===== src/lpcc_params.svh =====
// offsets, field positions, reset values and timing counts of the power-mode clock control
// assumes an 8-bit register port and a crystal-rate clk into the top module
`ifndef LPCC_PARAMS_SVH
`define LPCC_PARAMS_SVH

`define LPCC_CCR_OFS      8'h1f
`define LPCC_IOCTL_OFS    8'h20
`define LPCC_STATUS_OFS   8'h21

`define LPCC_CCR_DIV_BIT  7
`define LPCC_CCR_STBY_BIT 6
`define LPCC_CCR_STANDBY_BUS_GRANT_ENABLE_BIT 5
`define LPCC_CCR_IDLE_BIT 3
`define LPCC_IO_STOP_BIT_BIT   5

`define LPCC_CCR_RST      8'h00
`define LPCC_IOCTL_RST    8'h00

`define LPCC_STANDBY_WAIT 131072
`define LPCC_QUICK_WAIT   64

`endif


===== src/lpcc_pkg.sv =====
// types shared by the power-mode clock control modules
// assumes nothing beyond a SystemVerilog compiler
package lpcc_pkg;

    // gray codes along run, halt, sleep, stop, idle, standby, warm-up, bus hold
    typedef enum logic [2:0] {
        LPCC_RUN     = 3'h0,
        LPCC_HALT    = 3'h1,
        LPCC_SLEEP   = 3'h3,
        LPCC_SYSSTOP = 3'h2,
        LPCC_IDLE    = 3'h6,
        LPCC_STANDBY = 3'h7,
        LPCC_WARMUP  = 3'h5,
        LPCC_BUSHOLD = 3'h4
    } lpcc_state_type;

    // clock and activity enables handed to the rest of the chip
    typedef struct packed {
        logic core;
        logic dma;
        logic io;
        logic refresh;
        logic osc;
    } lpcc_gate_type;

    // what happens on leaving a power-down mode
    typedef struct packed {
        logic       take_int;
        logic [3:0] int_id;
    } lpcc_wake_type;

endpackage


===== src/lpcc_clk_div.sv =====
// master clock divider: crystal halved or undivided, one tick per master cycle
// assumes clk is the crystal rate and clk_en freezes it with the rest of the block
`timescale 1ns/1ps
`default_nettype none
module lpcc_clk_div (
    // clock and reset
    input  wire logic clk,
    input  wire logic arst_n,
    input  wire logic clk_en,
    // control
    input  wire logic div_one,
    input  wire logic osc_run,
    input  wire logic out_en,
    // master clock
    output logic      tick,
    output logic      clk_out
);
    logic phase_reg;
    logic phase_next;
    logic tick_reg;
    logic tick_next;
    logic out_reg;
    logic out_next;

    // a stopped oscillator gives no ticks at all; clock pin blocked separately
    always_comb begin
        phase_next = phase_reg;
        tick_next  = 1'b0;
        out_next   = out_reg;
        if (osc_run) begin
            phase_next = ~phase_reg;
            tick_next  = div_one | phase_reg;
        end
        if (tick_next && out_en) begin
            out_next = ~out_reg;
        end
    end

    always_ff @(posedge clk or negedge arst_n) begin
        if (!arst_n) begin
            phase_reg <= 1'b0;
            tick_reg  <= 1'b0;
            out_reg   <= 1'b0;
        end else if (clk_en) begin
            phase_reg <= phase_next;
            tick_reg  <= tick_next;
            out_reg   <= out_next;
        end
    end

    assign tick    = tick_reg;
    assign clk_out = out_reg;
endmodule
`default_nettype wire


===== src/lpcc_top.sv =====
// power-down mode sequencer and master clock control of the 8-bit processor
// assumes cpu strobes are one clk long and all inputs are synchronous to clk
//
// Our own choice: the plain strobed port.
`include "lpcc_params.svh"
`timescale 1ns/1ps
`default_nettype none
module lpcc_top #(
    parameter int ADDR_W              = 20,
    parameter int ONCHIP_N            = 8,
    parameter int STANDBY_WAIT_CYCLES = `LPCC_STANDBY_WAIT,
    parameter int QUICK_WAIT_CYCLES   = `LPCC_QUICK_WAIT
) (
    // clock, reset, freeze
    input  wire logic                  clk,
    input  wire logic                  arst_n,
    input  wire logic                  clk_en,
    // register port
    input  wire logic [7:0]            reg_addr,
    input  wire logic [7:0]            reg_wdata,
    input  wire logic                  reg_wr,
    input  wire logic                  reg_rd,
    output logic      [7:0]            reg_rdata,
    // cpu core events
    input  wire logic                  halt_instruction,
    input  wire logic                  sleep_instruction,
    input  wire logic [ADDR_W-1:0]     next_instr_addr,
    // interrupt sources
    input  wire logic                  nmi_req,
    input  wire logic [2:0]            maskable_req,
    input  wire logic [2:0]            maskable_en,
    input  wire logic [ONCHIP_N-1:0]   onchip_req,
    input  wire logic [ONCHIP_N-1:0]   onchip_en,
    input  wire logic                  global_interrupt_enable_flag,
    // external bus master
    input  wire logic                  external_bus_request,
    output logic                       bus_grant,
    // clocks and gates
    output lpcc_pkg::lpcc_gate_type    clk_gates,
    output logic                       master_tick,
    output logic                       master_clock_out,
    // pin overrides while asleep
    output logic      [ADDR_W-1:0]     addr_out,
    output logic                       addr_oe_n,
    output logic                       ctrl_force_high,
    output logic                       halt_n,
    // wake-up report to the core
    output logic                       wake_pulse,
    output lpcc_pkg::lpcc_wake_type    wake,
    output logic      [ADDR_W-1:0]     resume_addr,
    output lpcc_pkg::lpcc_state_type   mode
);
    localparam int CNT_W = $clog2(STANDBY_WAIT_CYCLES + 1);

    // refuse settings the counter or the id field cannot hold
    if (ONCHIP_N < 1 || ONCHIP_N > 12) begin : g_bad_onchip
        $error("ONCHIP_N must be 1 to 12");
    end
    if (QUICK_WAIT_CYCLES < 1 || QUICK_WAIT_CYCLES > STANDBY_WAIT_CYCLES) begin : g_bad_wait
        $error("wait counts must be at least 1 and quick not above standby");
    end

    // highest priority active source: non-maskable, maskable 0..2, on-chip
    function automatic logic [3:0] pick_source(input logic nmi,
                                               input logic [2:0] ext,
                                               input logic [ONCHIP_N-1:0] onc);
        logic [3:0] id;
        id = 4'h0;
        if (!nmi) begin
            if (ext[0]) id = 4'h1;
            else if (ext[1]) id = 4'h2;
            else if (ext[2]) id = 4'h3;
            else begin
                for (int k = ONCHIP_N - 1; k >= 0; k--) begin
                    if (onc[k]) id = 4'(k + 4);
                end
            end
        end
        return id;
    endfunction

    // power-down state chosen by the sleep instruction
    function automatic lpcc_pkg::lpcc_state_type pick_mode(input logic io_stop_bit,
                                                           input logic stby,
                                                           input logic idle);
        lpcc_pkg::lpcc_state_type m;
        m = lpcc_pkg::LPCC_SLEEP;
        if (io_stop_bit) begin
            if (!stby && !idle) m = lpcc_pkg::LPCC_SYSSTOP;
            else if (!stby) m = lpcc_pkg::LPCC_IDLE;
            else m = lpcc_pkg::LPCC_STANDBY;
        end
        return m;
    endfunction

    // state
    lpcc_pkg::lpcc_state_type state_reg, state_next;
    logic [7:0]               ccr_reg, ccr_next;
    logic [7:0]               ioctl_reg, ioctl_next;
    logic [7:0]               rdata_reg, rdata_next;
    logic [CNT_W-1:0]         cnt_reg, cnt_next;
    logic                     for_bus_reg, for_bus_next;
    logic                     pend_reg, pend_next;
    lpcc_pkg::lpcc_wake_type  pend_info_reg, pend_info_next;
    logic                     quick_reg, quick_next;
    logic [ADDR_W-1:0]        resume_reg, resume_next;
    logic                     wake_pulse_reg, wake_pulse_next;
    lpcc_pkg::lpcc_wake_type  wake_reg, wake_next;
    logic                     grant_reg, grant_next;
    lpcc_pkg::lpcc_gate_type  gates_reg, gates_next;
    logic                     clkout_en_reg, clkout_en_next;
    logic                     override_reg, override_next;
    logic                     halt_n_reg, halt_n_next;

    // wake sources and what they lead to
    logic                     wake_src;
    lpcc_pkg::lpcc_wake_type  wake_now;
    logic                     tick;
    logic                     asleep;

    // only individually enabled sources count; non-maskable always does
    assign wake_src = nmi_req | (|(maskable_req & maskable_en))
                    | (|(onchip_req & onchip_en));
    assign wake_now.take_int = nmi_req | global_interrupt_enable_flag;
    assign wake_now.int_id = pick_source(nmi_req, maskable_req & maskable_en,
                                         onchip_req & onchip_en);

    // register file and read data, one cycle after the read strobe only
    always_comb begin
        ccr_next   = ccr_reg;
        ioctl_next = ioctl_reg;
        rdata_next = 8'h00;
        if (reg_wr) begin
            if (reg_addr == `LPCC_CCR_OFS) ccr_next = reg_wdata;
            if (reg_addr == `LPCC_IOCTL_OFS) ioctl_next = reg_wdata;
        end
        if (reg_rd) begin
            case (reg_addr)
                `LPCC_CCR_OFS:    rdata_next = ccr_reg;
                `LPCC_IOCTL_OFS:  rdata_next = ioctl_reg;
                `LPCC_STATUS_OFS: rdata_next = {state_reg, gates_reg.osc, grant_reg,
                                                pend_reg, quick_reg, for_bus_reg};
                default:          rdata_next = 8'h00;
            endcase
        end
    end

    always_ff @(posedge clk or negedge arst_n) begin
        if (!arst_n) begin
            ccr_reg   <= `LPCC_CCR_RST;
            ioctl_reg <= `LPCC_IOCTL_RST;
            rdata_reg <= 8'h00;
        end else if (clk_en) begin
            ccr_reg   <= ccr_next;
            ioctl_reg <= ioctl_next;
            rdata_reg <= rdata_next;
        end
    end

    // mode sequencer, wake reporting and stabilisation timer
    always_comb begin
        state_next      = state_reg;
        cnt_next        = cnt_reg;
        for_bus_next    = for_bus_reg;
        pend_next       = pend_reg;
        pend_info_next  = pend_info_reg;
        quick_next      = quick_reg;
        resume_next     = resume_reg;
        wake_pulse_next = 1'b0;
        wake_next       = wake_reg;
        case (state_reg)
            lpcc_pkg::LPCC_RUN: begin
                if (sleep_instruction) begin
                    resume_next = next_instr_addr;
                    quick_next  = ccr_reg[`LPCC_CCR_IDLE_BIT];
                    state_next  = pick_mode(ioctl_reg[`LPCC_IO_STOP_BIT_BIT],
                                            ccr_reg[`LPCC_CCR_STBY_BIT],
                                            ccr_reg[`LPCC_CCR_IDLE_BIT]);
                end else if (halt_instruction) begin
                    resume_next = next_instr_addr;
                    state_next  = lpcc_pkg::LPCC_HALT;
                end
            end
            lpcc_pkg::LPCC_HALT,
            lpcc_pkg::LPCC_SLEEP,
            lpcc_pkg::LPCC_SYSSTOP,
            lpcc_pkg::LPCC_IDLE: begin
                if (wake_src) begin
                    wake_pulse_next = 1'b1;
                    wake_next       = wake_now;
                    state_next      = lpcc_pkg::LPCC_RUN;
                end
            end
            lpcc_pkg::LPCC_STANDBY: begin
                // restart oscillator and wait before anything runs
                cnt_next = quick_reg ? CNT_W'(QUICK_WAIT_CYCLES - 1)
                                     : CNT_W'(STANDBY_WAIT_CYCLES - 1);
                if (wake_src) begin
                    pend_next      = 1'b1;
                    pend_info_next = wake_now;
                    for_bus_next   = 1'b0;
                    state_next     = lpcc_pkg::LPCC_WARMUP;
                end else if (external_bus_request && ccr_reg[`LPCC_CCR_STANDBY_BUS_GRANT_ENABLE_BIT]) begin
                    for_bus_next = 1'b1;
                    state_next   = lpcc_pkg::LPCC_WARMUP;
                end
            end
            lpcc_pkg::LPCC_WARMUP: begin
                if (wake_src && !pend_reg) begin
                    pend_next      = 1'b1;
                    pend_info_next = wake_now;
                end
                if (tick) begin
                    if (cnt_reg == '0) begin
                        if (for_bus_reg && external_bus_request) begin
                            state_next = lpcc_pkg::LPCC_BUSHOLD;
                        end else if (pend_reg) begin
                            wake_pulse_next = 1'b1;
                            wake_next       = pend_info_reg;
                            pend_next       = 1'b0;
                            state_next      = lpcc_pkg::LPCC_RUN;
                        end else begin
                            state_next = lpcc_pkg::LPCC_STANDBY;
                        end
                        for_bus_next = 1'b0;
                    end else begin
                        cnt_next = cnt_reg - 1'b1;
                    end
                end
            end
            lpcc_pkg::LPCC_BUSHOLD: begin
                if (wake_src && !pend_reg) begin
                    pend_next      = 1'b1;
                    pend_info_next = wake_now;
                end
                // oscillator stays warm, so a wake pending at release needs no wait
                if (!external_bus_request) begin
                    if (pend_next) begin
                        wake_pulse_next = 1'b1;
                        wake_next       = pend_next == pend_reg ? pend_info_reg : wake_now;
                        pend_next       = 1'b0;
                        state_next      = lpcc_pkg::LPCC_RUN;
                    end else begin
                        state_next = lpcc_pkg::LPCC_STANDBY;
                    end
                end
            end
            default: begin
                state_next = lpcc_pkg::LPCC_RUN;
            end
        endcase
    end

    always_ff @(posedge clk or negedge arst_n) begin
        if (!arst_n) begin
            state_reg      <= lpcc_pkg::LPCC_RUN;
            cnt_reg        <= '0;
            for_bus_reg    <= 1'b0;
            pend_reg       <= 1'b0;
            pend_info_reg  <= '0;
            quick_reg      <= 1'b0;
            resume_reg     <= '0;
            wake_pulse_reg <= 1'b0;
            wake_reg       <= '0;
        end else if (clk_en) begin
            state_reg      <= state_next;
            cnt_reg        <= cnt_next;
            for_bus_reg    <= for_bus_next;
            pend_reg       <= pend_next;
            pend_info_reg  <= pend_info_next;
            quick_reg      <= quick_next;
            resume_reg     <= resume_next;
            wake_pulse_reg <= wake_pulse_next;
            wake_reg       <= wake_next;
        end
    end

    // gates, bus grant and pin overrides follow the next state, so they
    // change in the same cycle as the mode output
    assign asleep = state_next inside {lpcc_pkg::LPCC_SLEEP, lpcc_pkg::LPCC_SYSSTOP,
                                       lpcc_pkg::LPCC_IDLE, lpcc_pkg::LPCC_STANDBY,
                                       lpcc_pkg::LPCC_WARMUP};

    always_comb begin
        gates_next.core    = state_next inside {lpcc_pkg::LPCC_RUN, lpcc_pkg::LPCC_HALT};
        gates_next.dma     = gates_next.core;
        gates_next.refresh = gates_next.core;
        gates_next.io      = state_next inside {lpcc_pkg::LPCC_RUN, lpcc_pkg::LPCC_HALT,
                                                lpcc_pkg::LPCC_SLEEP};
        gates_next.osc     = state_next != lpcc_pkg::LPCC_STANDBY;
        clkout_en_next     = !(state_next inside {lpcc_pkg::LPCC_IDLE,
                                                  lpcc_pkg::LPCC_STANDBY,
                                                  lpcc_pkg::LPCC_WARMUP});
        // standby grants only from the warm bus-hold state
        grant_next         = external_bus_request && (state_next inside {
                                 lpcc_pkg::LPCC_RUN, lpcc_pkg::LPCC_HALT,
                                 lpcc_pkg::LPCC_SLEEP, lpcc_pkg::LPCC_SYSSTOP,
                                 lpcc_pkg::LPCC_BUSHOLD});
        override_next      = asleep && !grant_next;
        halt_n_next        = !(asleep || state_next == lpcc_pkg::LPCC_HALT);
    end

    always_ff @(posedge clk or negedge arst_n) begin
        if (!arst_n) begin
            gates_reg     <= 5'h1f;
            clkout_en_reg <= 1'b1;
            grant_reg     <= 1'b0;
            override_reg  <= 1'b0;
            halt_n_reg    <= 1'b1;
        end else if (clk_en) begin
            gates_reg     <= gates_next;
            clkout_en_reg <= clkout_en_next;
            grant_reg     <= grant_next;
            override_reg  <= override_next;
            halt_n_reg    <= halt_n_next;
        end
    end

    // master clock from the crystal, halved unless control bit 7 is set
    lpcc_clk_div u_div (
        .clk     (clk),
        .arst_n  (arst_n),
        .clk_en  (clk_en),
        .div_one (ccr_reg[`LPCC_CCR_DIV_BIT]),
        .osc_run (gates_reg.osc),
        .out_en  (clkout_en_reg),
        .tick    (tick),
        .clk_out (master_clock_out)
    );

    // outputs, all straight from flip-flops
    assign reg_rdata       = rdata_reg;
    assign bus_grant       = grant_reg;
    assign clk_gates       = gates_reg;
    assign master_tick     = tick;
    assign addr_out        = {ADDR_W{override_reg}};
    assign addr_oe_n       = ~override_reg;
    assign ctrl_force_high = override_reg;
    assign halt_n          = halt_n_reg;
    assign wake_pulse      = wake_pulse_reg;
    assign wake            = wake_reg;
    assign resume_addr     = resume_reg;
    assign mode            = state_reg;
endmodule
`default_nettype wire


===== config.mk =====
export PLATFORM = sky130hd
export DESIGN_NAME = lpcc_top
export DESIGN_NICKNAME = d
export VERILOG_FILES = /design/src/lpcc_pkg.sv /design/src/lpcc_clk_div.sv /design/src/lpcc_top.sv
export VERILOG_INCLUDE_DIRS = /design/src
export SDC_FILE = /design/constraint.sdc
export NUM_CORES = 1
export LEC_CHECK = 0
export BUFFER_PORTS_ARGS = -buffer_cell sky130_fd_sc_hd__clkbuf_2
export CORE_UTILIZATION = 43
export DETAILED_ROUTE_END_ITERATION = 8
export PLACE_DENSITY = 0.71
export SYNTH_ARGS = -nofsm -noshare
export SYNTH_HDL_FRONTEND = slang
export SYNTH_SLANG_ARGS = --single-unit

===== constraint.sdc =====
create_clock -name clk -period 5.6 [get_ports clk]
set_input_delay 1.68 -clock clk [delete_from_list [all_inputs] [get_ports clk]]
set_output_delay 1.68 -clock clk [all_outputs]
set_load 0.01 [all_outputs]

==> results of run 1 <==
where the power goes:
part,total (mW),internal [mW],switching [mW]
Combinational,0.666,0.324,0.342
Clock,0.440,0.207,0.233
Sequential,0.991,0.821,0.170
Total,2.10,1.35,0.745
path summary, 6_finish.rpt:
check / from / endpoint / slack, ns / depth (start not counted)
min: u_div.clk_out / u_div.clk_out / 0.48 / 1
max: clk_en / cnt_reg[17] / 2.23 / 6
max in group asynchronous: arst_n / ioctl_reg[3] / 3.30 / 2
min in group asynchronous: arst_n / cnt_reg[11] / 1.29 / 1
min reg2reg: u_div.clk_out / u_div.clk_out / 0.48 / 1
max reg2reg: mode[0] / bus_grant / 3.06 / 6
placed cells by master (no fill, tap or decap), types with 3 or more instances in the layout:
cell        netlist  routed
a21oi_1          24      24
a22oi_1           6       6
a31oi_1          12      12
a41oi_1           3       3
buf_4            26       4
clkbuf_2          0     134
clkbuf_8          1       9
clkinvlp_4        0       3
dfrtp_1          84      84
dfstp_2           5       5
inv_1            20      20
mux2_2           52      52
mux2i_1           8       8
nand2_1          29      29
nand3_1           8       8
nand4_1           6       6
nor2_1           32      32
nor2b_1           3       3
nor3_1            5       5
nor4_1            5       5
o21a_1            4       4
o21ai_0          20      20
o22a_1            7       7
o22ai_1          11      11
or3_1             3       3
xnor2_1           4       4
stage by stage:
step	setup slack, ns	instance area [um2]	power (mW)	hold WS, ns
global route	2.01	5540	2.24	0.499
CTS	2.21	5540	2.12	0.488
floorplan	2.38	4800	1.47	0.445
detailed placement	1.84	5350	1.68	0.470
global placement	1.90	5350	1.65	0.462
finish	2.23	5540	2.10	0.480
metal layers:
layer  GRT usage [%]  routed length [um]  vias up  part of all wire [%]
met5               0                   0        -                     0
met4            5.09                  65        0                  0.62
met3            4.42                 794        7                   7.5
met2            32.6                5090      157                    48
met1            24.5                4580     1835                    43
li1                -                   -     1806                     -
worst max-delay path, cell delays in order:
cell and delay [ns]:
clkbuf_2 0.59, o211ai_1 0.32, a31oi_2 0.55, nand3_1 0.17, xor2_1 0.17, a31oi_1 0.13
logic make-up after synthesis:
logic type      count (synthesis)  share of synthesized area (%)
fa+ha+maj                       2                          0.522
xor+xnor                        6                           1.10
simple gates                  114                           13.0
buf+inv                        66                           8.32
compound gates                112                           16.6
mux                            60                           13.9
flops                          89                           46.6
layout make-up:
type,instances,area [um2]
repair buffers,138,701
clock buffers,10,128
inverters,20,75.1
multi-input cells,294,2160
well taps,140,175
clock inverters,6,66.3
fillers,1002,5300
flip-flops and latches,89,2230
==> key figures, run 1 <==
Outcome
  • Status: finished, final reports clean

Place
  • GPL Wtd Cong: 0.823
  • Placed insts: 681
  • Dpl hpwl: 7.77 mm
  • Count of input and output buffers: 135

Floorplan
  • Core area: between 10000 and 15000 um2
  • Row Count: 38
  • Die height: around 110 um
  • Die area: ~12000 um2
  • IO Count: 136
  • Initial Util: 44.2%
  • Die width: 108 um

Cells and area
  • Layout cells sized above 1: between 40% and 50%
  • Layout Nets: 622
  • Non-filler cells, final: 697
  • Synth-to-layout area growth: 15.5%
  • Fin util: between 50% and 60%
  • Max reg flops: 20
  • # diodes: 0

Global route
  • Total grt overflow: 0
  • Global-route wire length before repair: 17.7 mm
  • Largest net degree at the start of global routing: 52
  • Vias in the first global route: 3702
  • Total GRT Usage: a little under a fifth
  • Initial antenna violation count: 0

Clocking
  • CTS Buffer Depth: 2
  • Post-CTS Setup Inserts: 0
  • CTS Sinks: 89
  • H-tree depth: 3
  • CTS Hold Buffers Added: 0
  • Clk_lat worst skew: 0.36 ns
  • CTS root buffer: clkbuf_8
  • CTS tree: yes
  • Clk slew on worst S/H paths: 0.10 ns
  • Post-CTS sizing: 0
  • Total CTS buffers: 9

Logic synthesis
  • Post-synth top flop: dfrtp_1
  • Syn_nets: 519
  • Synth top cells by count: 84 x dfrtp_1, 52 x mux2_2, 32 x nor2_1
  • Sequential fraction of the synthesis area: about 47%
  • Avg Cell Area, Syn: 10.7 um2
  • Most frequent cell after synthesis: dfrtp_1
  • Synth warn: 0
  • Top cell type by total area after synthesis: dfrtp_1
  • Mapped cell area: around 4800 um2
  • Ys async rst share: 100%
  • #FFs+latches synth: 89
  • Synth area leaders: dfrtp_1 44%, mux2_2 12%, buf_4 4.1%
  • Share of the synthesized area in the top cell type: 43.8%
  • Mapped Cells: 449
  • Post-synth EDFFs: 0
  • Yosys cell types: 68

Drt
  • Via count: 3805
  • Initial DRT Pass Iterations: 4
  • Vias per std cell: 5.46
  • Post-route ant nets: 0
  • Drt drc: 0
  • Per-cell routed wire length: around 15 um
  • Drt initial violations: 172
  • Total Routed Length: roughly 11 mm

Hold path
  • HP Class: flop to flop

Worst setup path
  • Required time of the critical path: 5.86 ns
  • Crit Path Category: input pin to flop
  • Crit. End Element: flop
  • Startpoint types: input pin
  • CP max FO: 41
  • Crit path DAT: around 3.6 ns

Timing
  • TNS Setup: 0 ns
  • Final Max Slew Viols: 0
  • Fmax: 297 MHz
  • RSZ-0062 raised after global routing: no
  • Endpoints failing hold: 0
  • Final setup viols: 0
  • Final worst-path cycle share: 60.2%
  • Final min period: 3.37 ns
  • Worst-Margin Slew: ~0.79 ns
  • Slew headroom: 47.3%
  • Worst-case clock skew: between 0.015 and 0.02 ns

Power and ir drop
  • LEAKAGE: 2.53 nW
  • P per Cell Area: 379 nW/um2
  • Peak supply drop: approximately 220 uV

Run
  • MaxCap Viol Count: 0
No activity file was read; power rests on OpenSTA's default activity.
==> inputs of run 2 (changes only) <==
clock period = 3.1 ns   (was 5.6 ns; I/O delays follow)
==> run 2 against run 1 <==
Net effect:
- register-to-register slack worse by 2.3 ns
- sequential cell count stayed put
- non-clock buffer count is 9 higher
- utilization is 0.47 points higher
- critical endpoint is now pend_info_reg[3]
==> key figures, run 2 (synthesis gave the netlist of run 1 again) <==
Hold path
  • HP Class: flop to flop
  • Hold depth: 1 (unchanged)

Power and ir drop
  • Peak supply drop: 447 uV (+100%)
  • Switching power: 1.33 mW (+79%)
  • Clk pwr share: 20.1% (-0.9 points)
  • Reg power frac: 46.4% (-0.8 points)
  • Switching Share: 35.1% (-0.38 points)
  • Power Total: 3.79 mW (+80%)
  • Int Power: 2.46 mW (+82%)
  • P per Cell Area: 677 nW/um2 (+79%)
  • Comb pwr share: 33.5% (+1.7 points)
  • LEAKAGE: 2.57 nW (+1.6%)

Clocking
  • Post-CTS Setup Inserts: 0 (unchanged)
  • Clk slew on worst S/H paths: 0.09 ns (about the same)
  • CTS root buffer: clkbuf_8
  • CTS tree: yes
  • Clk_lat worst skew: 0.37 ns (about the same)
  • H-tree depth: 3 (unchanged)
  • Post-CTS sizing: 0 (unchanged)
  • Total CTS buffers: 9 (unchanged)
  • CTS Hold Buffers Added: 0 (unchanged)
  • CTS Buffer Depth: 2 (unchanged)
  • CTS Sinks: 89 (unchanged)

Floorplan
  • IO Count: 136 (unchanged)
  • Row Count: 38 (unchanged)
  • Core area: 10800 um2 (unchanged)
  • Die height: 108 um (unchanged)
  • Die area: 11600 um2 (unchanged)
  • Die width: 108 um (unchanged)
  • Initial Util: 44.2% (unchanged)

Cells and area
  • # diodes: 0 (unchanged)
  • Commonest non-fill, non-tap cell in the layout: clkbuf_2
  • Post-route cell area: 5590 um2 (+0.93%)
  • Max reg flops: 20 (unchanged)
  • Filler cell count: 1003 (+0.10%)
  • Synth-to-layout area growth: 16.6%
  • Fin util: 51.6% (+0.47 points)
  • Non-filler cells, final: 705 (+1.1%)
  • Layout Nets: 631 (+1.4%)
  • Layout cells sized above 1: 42.1% (+0.47 points)
  • Most frequent cells in the layout: 134 x clkbuf_2, 84 x dfrtp_1, 52 x mux2_2, 32 x nor2_1, 29 x nand2_1

Worst setup path
  • Crit Path Category: input pin to flop
  • Path depth of the worst reg2reg path: 6 (unchanged)
  • Crit. End Element: flop
  • Startpoint types: input pin
  • Required time of the critical path: 3.36 ns (-2.50 ns)
  • CP max FO: 9 (-78%)
  • Crit path DAT: 2.64 ns (-0.99 ns)

Outcome
  • Status: finished, final reports clean

Drt
  • Drt drc: 0 (unchanged)
  • Initial DRT Pass Iterations: 4 (unchanged)
  • Per-cell routed wire length: 15.5 um (+2.5%)
  • Post-route ant nets: 0 (unchanged)
  • Drt initial violations: 179 (+4.1%)
  • Total Routed Length: 10.9 mm (+3.7%)
  • Via count: 3834 (+0.76%)
  • Vias per std cell: 5.44 (-0.38%)

Timing
  • Final setup viols: 0 (unchanged)
  • Final min period: 2.38 ns
  • Hold Slack: 0.476 ns (-0.00452 ns)
  • TNS Setup: 0 ns (unchanged)
  • Fmax: around 420 MHz
  • Final worst-path cycle share: 76.8%
  • Endpoints failing hold: 0 (unchanged)
  • Setup ws final: 0.718 ns (-1.51 ns)
  • Slew headroom: 53.2% (+5.9 points)
  • Final Max Slew Viols: 0 (unchanged)
  • Worst-case clock skew: 0.0107 ns (-0.00665 ns)
  • Worst-Margin Slew: 0.701 ns (-0.0898 ns)
  • RSZ-0062 raised after global routing: no

Global route
  • Vias in the first global route: 3774 (+1.9%)
  • Total GRT Usage: 20.1% (+0.86 points)
  • Initial antenna violation count: 0 (unchanged)
  • Global-route wire length before repair: 18.0 mm (+1.7%)
  • Largest net degree at the start of global routing: 49 (-5.8%)
  • Total grt overflow: 0 (unchanged)

Place
  • Placed insts: 690 (+1.3%)
  • Post-DP Area: 5420 um2 (+1.3%)
  • Dpl hpwl: 8.13 mm (+4.6%)
  • Pre-CTS WS: 0.340 ns (-1.50 ns)
  • Count of input and output buffers: 135 (unchanged)
  • GPL Wtd Cong: 0.807 (-1.9%)

Run
  • MaxCap Viol Count: 0 (unchanged)
==> run 2: cell count changes in the layout (fill, tap and decap cells not counted) <==
cell,previous run,this run
buf_4,4,13
clkinvlp_4,3,1
inv_6,1,0
clkbuf_1,1,3
==> run 2: worst paths after layout <==
| path | from | end | slack [ns] |
|---|---|---|---|
| setup / recovery | maskable_req[1] | pend_info_reg[3] | 0.72 |
| hold / removal | u_div.clk_out | u_div.clk_out | 0.48 |
| setup reg to reg | cnt_reg[3] | cnt_reg[5] | 0.79 |
| hold reg to reg | u_div.clk_out | u_div.clk_out | 0.48 |
| max in group asynchronous | arst_n | resume_addr[18] | 1.82 |
| min in group asynchronous | arst_n | u_div.tick | 0.57 |
==> run 2: layout make-up <==
type	count	area, um2	area share [%]
clock buffer	12	135	2.42
clock inverter	3	42.5	0.761
multi-input combinational	294	2160	38.7
sequential	89	2230	39.9
timing repair buffer	147	768	13.7
tap	140	175	3.13
inverter	20	75.1	1.34
==> run 2: worst max-delay path: stages <==
cell and delay [ns]:
clkbuf_2 0.09, a22oi_1 0.29, nand4_2 0.22, nor2_4 0.31, nor3_1 0.12, o21ai_1 0.28
mux2_2 0.39
==> run 2: per-layer routing <==
metal,GRT usage (%),vias up,wire length [um]
li1,-,1830,-
met1,25.0,1836,4780
met2,33.7,151,5170
met3,4.96,17,781
met4,7.14,0,189
met5,0,-,0
==> run 2: power groups by stage <==
| stage | Combinational [mW] | Clock, mW | Sequential (mW) |
|---|---|---|---|
| 6_report | 1.27 | 0.762 | 1.75 |
| 5_1_grt | 1.40 | 0.833 | 1.81 |
| 4_1_cts | 1.28 | 0.783 | 1.76 |
| 3_5_place_dp | 1.28 | 0 | 1.78 |
| 3_3_place_gp | 1.25 | 0 | 1.76 |
| 2_1_floorplan | 0.845 | 0 | 1.81 |
==> inputs of run 3 (changes only) <==
PLACE_DENSITY = 0.74   (was 0.71)
clock period = 2.1 ns   (was 3.1 ns; I/O delays follow)
==> run 3 against run 2 <==
Net effect:
- non-clock buffer count rose by 59
- register-to-register slack got worse by 0.77 ns
- clock skew fell by 0.0035 ns
- final area rose by 9.8%
- largest power group unchanged
- power rose by 58%
- first-iteration DRC count rose by 40%
- clock power rose by 56%
==> key figures, run 3 (synthesis gave the netlist of run 1 again) <==
Floorplan
  • Die height: 108 um (unchanged)
  • Core area: 10800 um2 (unchanged)
  • Die area: 11600 um2 (unchanged)
  • Die width: 108 um (unchanged)
  • Row Count: 38 (unchanged)
  • IO Count: 136 (unchanged)
  • Initial Util: 44.2% (unchanged)

Worst setup path
  • Delay-heaviest family, CP: simple AND/OR/NAND/NOR gates
  • Required time of the critical path: 2.38 ns (-0.98 ns)
  • Crit path DAT: 2.36 ns (-0.28 ns)
  • Worst R2R Setup Slack: 0.02 ns (-0.77 ns)
  • Startpoint types: flop
  • CP max FO: 6 (-3)
  • Slowest-stage cell, CP: dfrtp_1
  • Critical path buffers and inverters: 1 (unchanged)
  • Worst path cell trace: nor4_1, and4_4, a31oi_4, a311oi_4, nand2_2, buf_4, o22ai_1
  • Crit Path Category: flop to flop
  • Critical Path Max Stage Delay: 0.47 ns (+0.08 ns)
  • Crit. End Element: flop

Timing
  • Worst-case clock skew: 0.00714 ns (-0.00354 ns)
  • Fmax: 481 MHz
  • Final Max Slew Viols: 0 (unchanged)
  • Final worst-path cycle share: a little over nine tenths
  • Final setup viols: 0 (unchanged)
  • Hold Slack: 0.303 ns (-0.172 ns)
  • Setup ws final: 0.0229 ns (-0.695 ns)
  • Slew headroom: 67.4% (+14 points)
  • Endpoints failing hold: 0 (unchanged)
  • Final min period: slightly above 2 ns
  • Worst-Margin Slew: 0.487 ns (-0.214 ns)

Cells and area
  • Max reg flops: 20 (unchanged)
  • Layout cells sized above 1: 49.9% (+7.8 points)
  • Fin util: 56.6% (+5.0 points)
  • Layout Nets: 690 (+9.4%)
  • Post-route cell area: 6140 um2 (+9.8%)
  • Commonest non-fill, non-tap cell in the layout: clkbuf_2
  • Synth-to-layout area growth: 28.0%
  • Most frequent cells in the layout: 134 x clkbuf_2, 81 x dfrtp_1, 70 x buf_4, 52 x mux2_2, 32 x nor2_1
  • # diodes: 0 (unchanged)

Drt
  • Total Routed Length: 11.8 mm (+8.5%)
  • Via count: 4148 (+8.2%)
  • Post-route ant nets: 0 (unchanged)
  • Per-cell routed wire length: 15.5 um (about the same)
  • Vias per std cell: 5.42 (-0.30%)
  • Drt drc: 0 (unchanged)
  • Drt initial violations: 250 (+40%)
  • Initial DRT Pass Iterations: 5 (+1)

Global route
  • Total GRT Usage: 21.2% (+1.1 points)
  • Total grt overflow: 0 (unchanged)
  • Global-route wire length before repair: 19.3 mm (+7.3%)
  • Vias in the first global route: 4089 (+8.3%)
  • Initial antenna violation count: 0 (unchanged)
  • Largest net degree at the start of global routing: 90 (+84%)

Outcome
  • Status: finished, final reports clean

Power and ir drop
  • Switching power: 2.10 mW (+58%)
  • Reg power frac: 43.4% (-3.0 points)
  • Clk pwr share: 19.9% (-0.2 points)
  • Int Power: 3.88 mW (+58%)
  • LEAKAGE: 2.87 nW (+12%)
  • Comb pwr share: 36.7% (+3.2 points)
  • P per Cell Area: 975 nW/um2 (+44%)
  • Switching Share: 35.1% (about the same)
  • Power Total: 5.99 mW (+58%)
  • Peak supply drop: 657 uV (+47%)

Clocking
  • Total CTS buffers: 9 (unchanged)
  • Clk_lat worst skew: 0.36 ns (about the same)
  • Clk slew on worst S/H paths: 0.08 ns (about the same)
  • CTS Hold Buffers Added: 0 (unchanged)
  • H-tree depth: 3 (unchanged)
  • CTS tree: yes
  • CTS Buffer Depth: 2 (unchanged)
  • CTS root buffer: clkbuf_8
  • CTS Sinks: 89 (unchanged)

Hold path
  • HP Class: input pin to async pin

Place
  • Post-DP Area: 5800 um2 (+7.1%)
  • Pre-CTS WS: -0.234 ns (-0.575 ns)
  • Count of input and output buffers: 135 (unchanged)
  • Dpl hpwl: 8.54 mm (+5.0%)
  • GPL Wtd Cong: 0.855 (+6.0%)

Run
  • MaxCap Viol Count: 0 (unchanged)
## run 3: cell count changes in the layout (fill, tap and decap cells not counted), sizes merged
cell	change
inv	+1
buf	+59
## run 3: through the flow
step	TNS, ns	instances
after floorplan	0	449
after global placement	-2.23	739
after detailed placement	-3.69	739
after CTS	0	755
after global routing	-0.233	765
final	0	765
## run 3: final cells by class
cell class	instances	area, um2
repair buffers	206	1230
clock buffers	12	145
multi-input cells	294	2230
flip-flops and latches	89	2240
fillers	914	4700
clock inverters	4	51.3
well taps	140	175
inverters	20	75.1
## run 3: worst paths after layout
kind	start	end	cells after the start
min in group clk	u_div.phase_reg	u_div.phase_reg	1
worst min-delay path	arst_n	resume_addr[10]	2
worst min register to register	u_div.phase_reg	u_div.phase_reg	1
worst max-delay path	cnt_reg[15]	clk_gates[1]	7
worst max register to register	cnt_reg[15]	clk_gates[1]	7
max in group asynchronous	arst_n	cnt_reg[4]	2
## run 3: what timing repair did
| item | in CTS | in global routing |
|---|---|---|
| pin swaps | 0 | 7 |
| setup buffers | 0 | 10 |
| gates resized for setup | 1 | 16 |
| setup endpoints to repair | 1 | 44 |
## run 3: power by group through the flow
stage          clock (mW)  sequential [mW]  combinational, mW
6_report             1.19             2.60               2.19
5_1_grt              1.28             2.67               2.42
4_1_cts              1.22             2.59               2.08
3_5_place_dp            0             2.61               2.06
3_3_place_gp            0             2.59               2.01
2_1_floorplan           0             2.68               1.25
## run 3: layer usage
metal  vias to the layer above  share of wire, %  track usage (%)
met4                         0              0.72             6.65
met5                         -                 0                0
met2                       178                49             35.5
met3                         8               6.6             4.36
li1                       1940                 -                -
met1                      2022                43             27.4
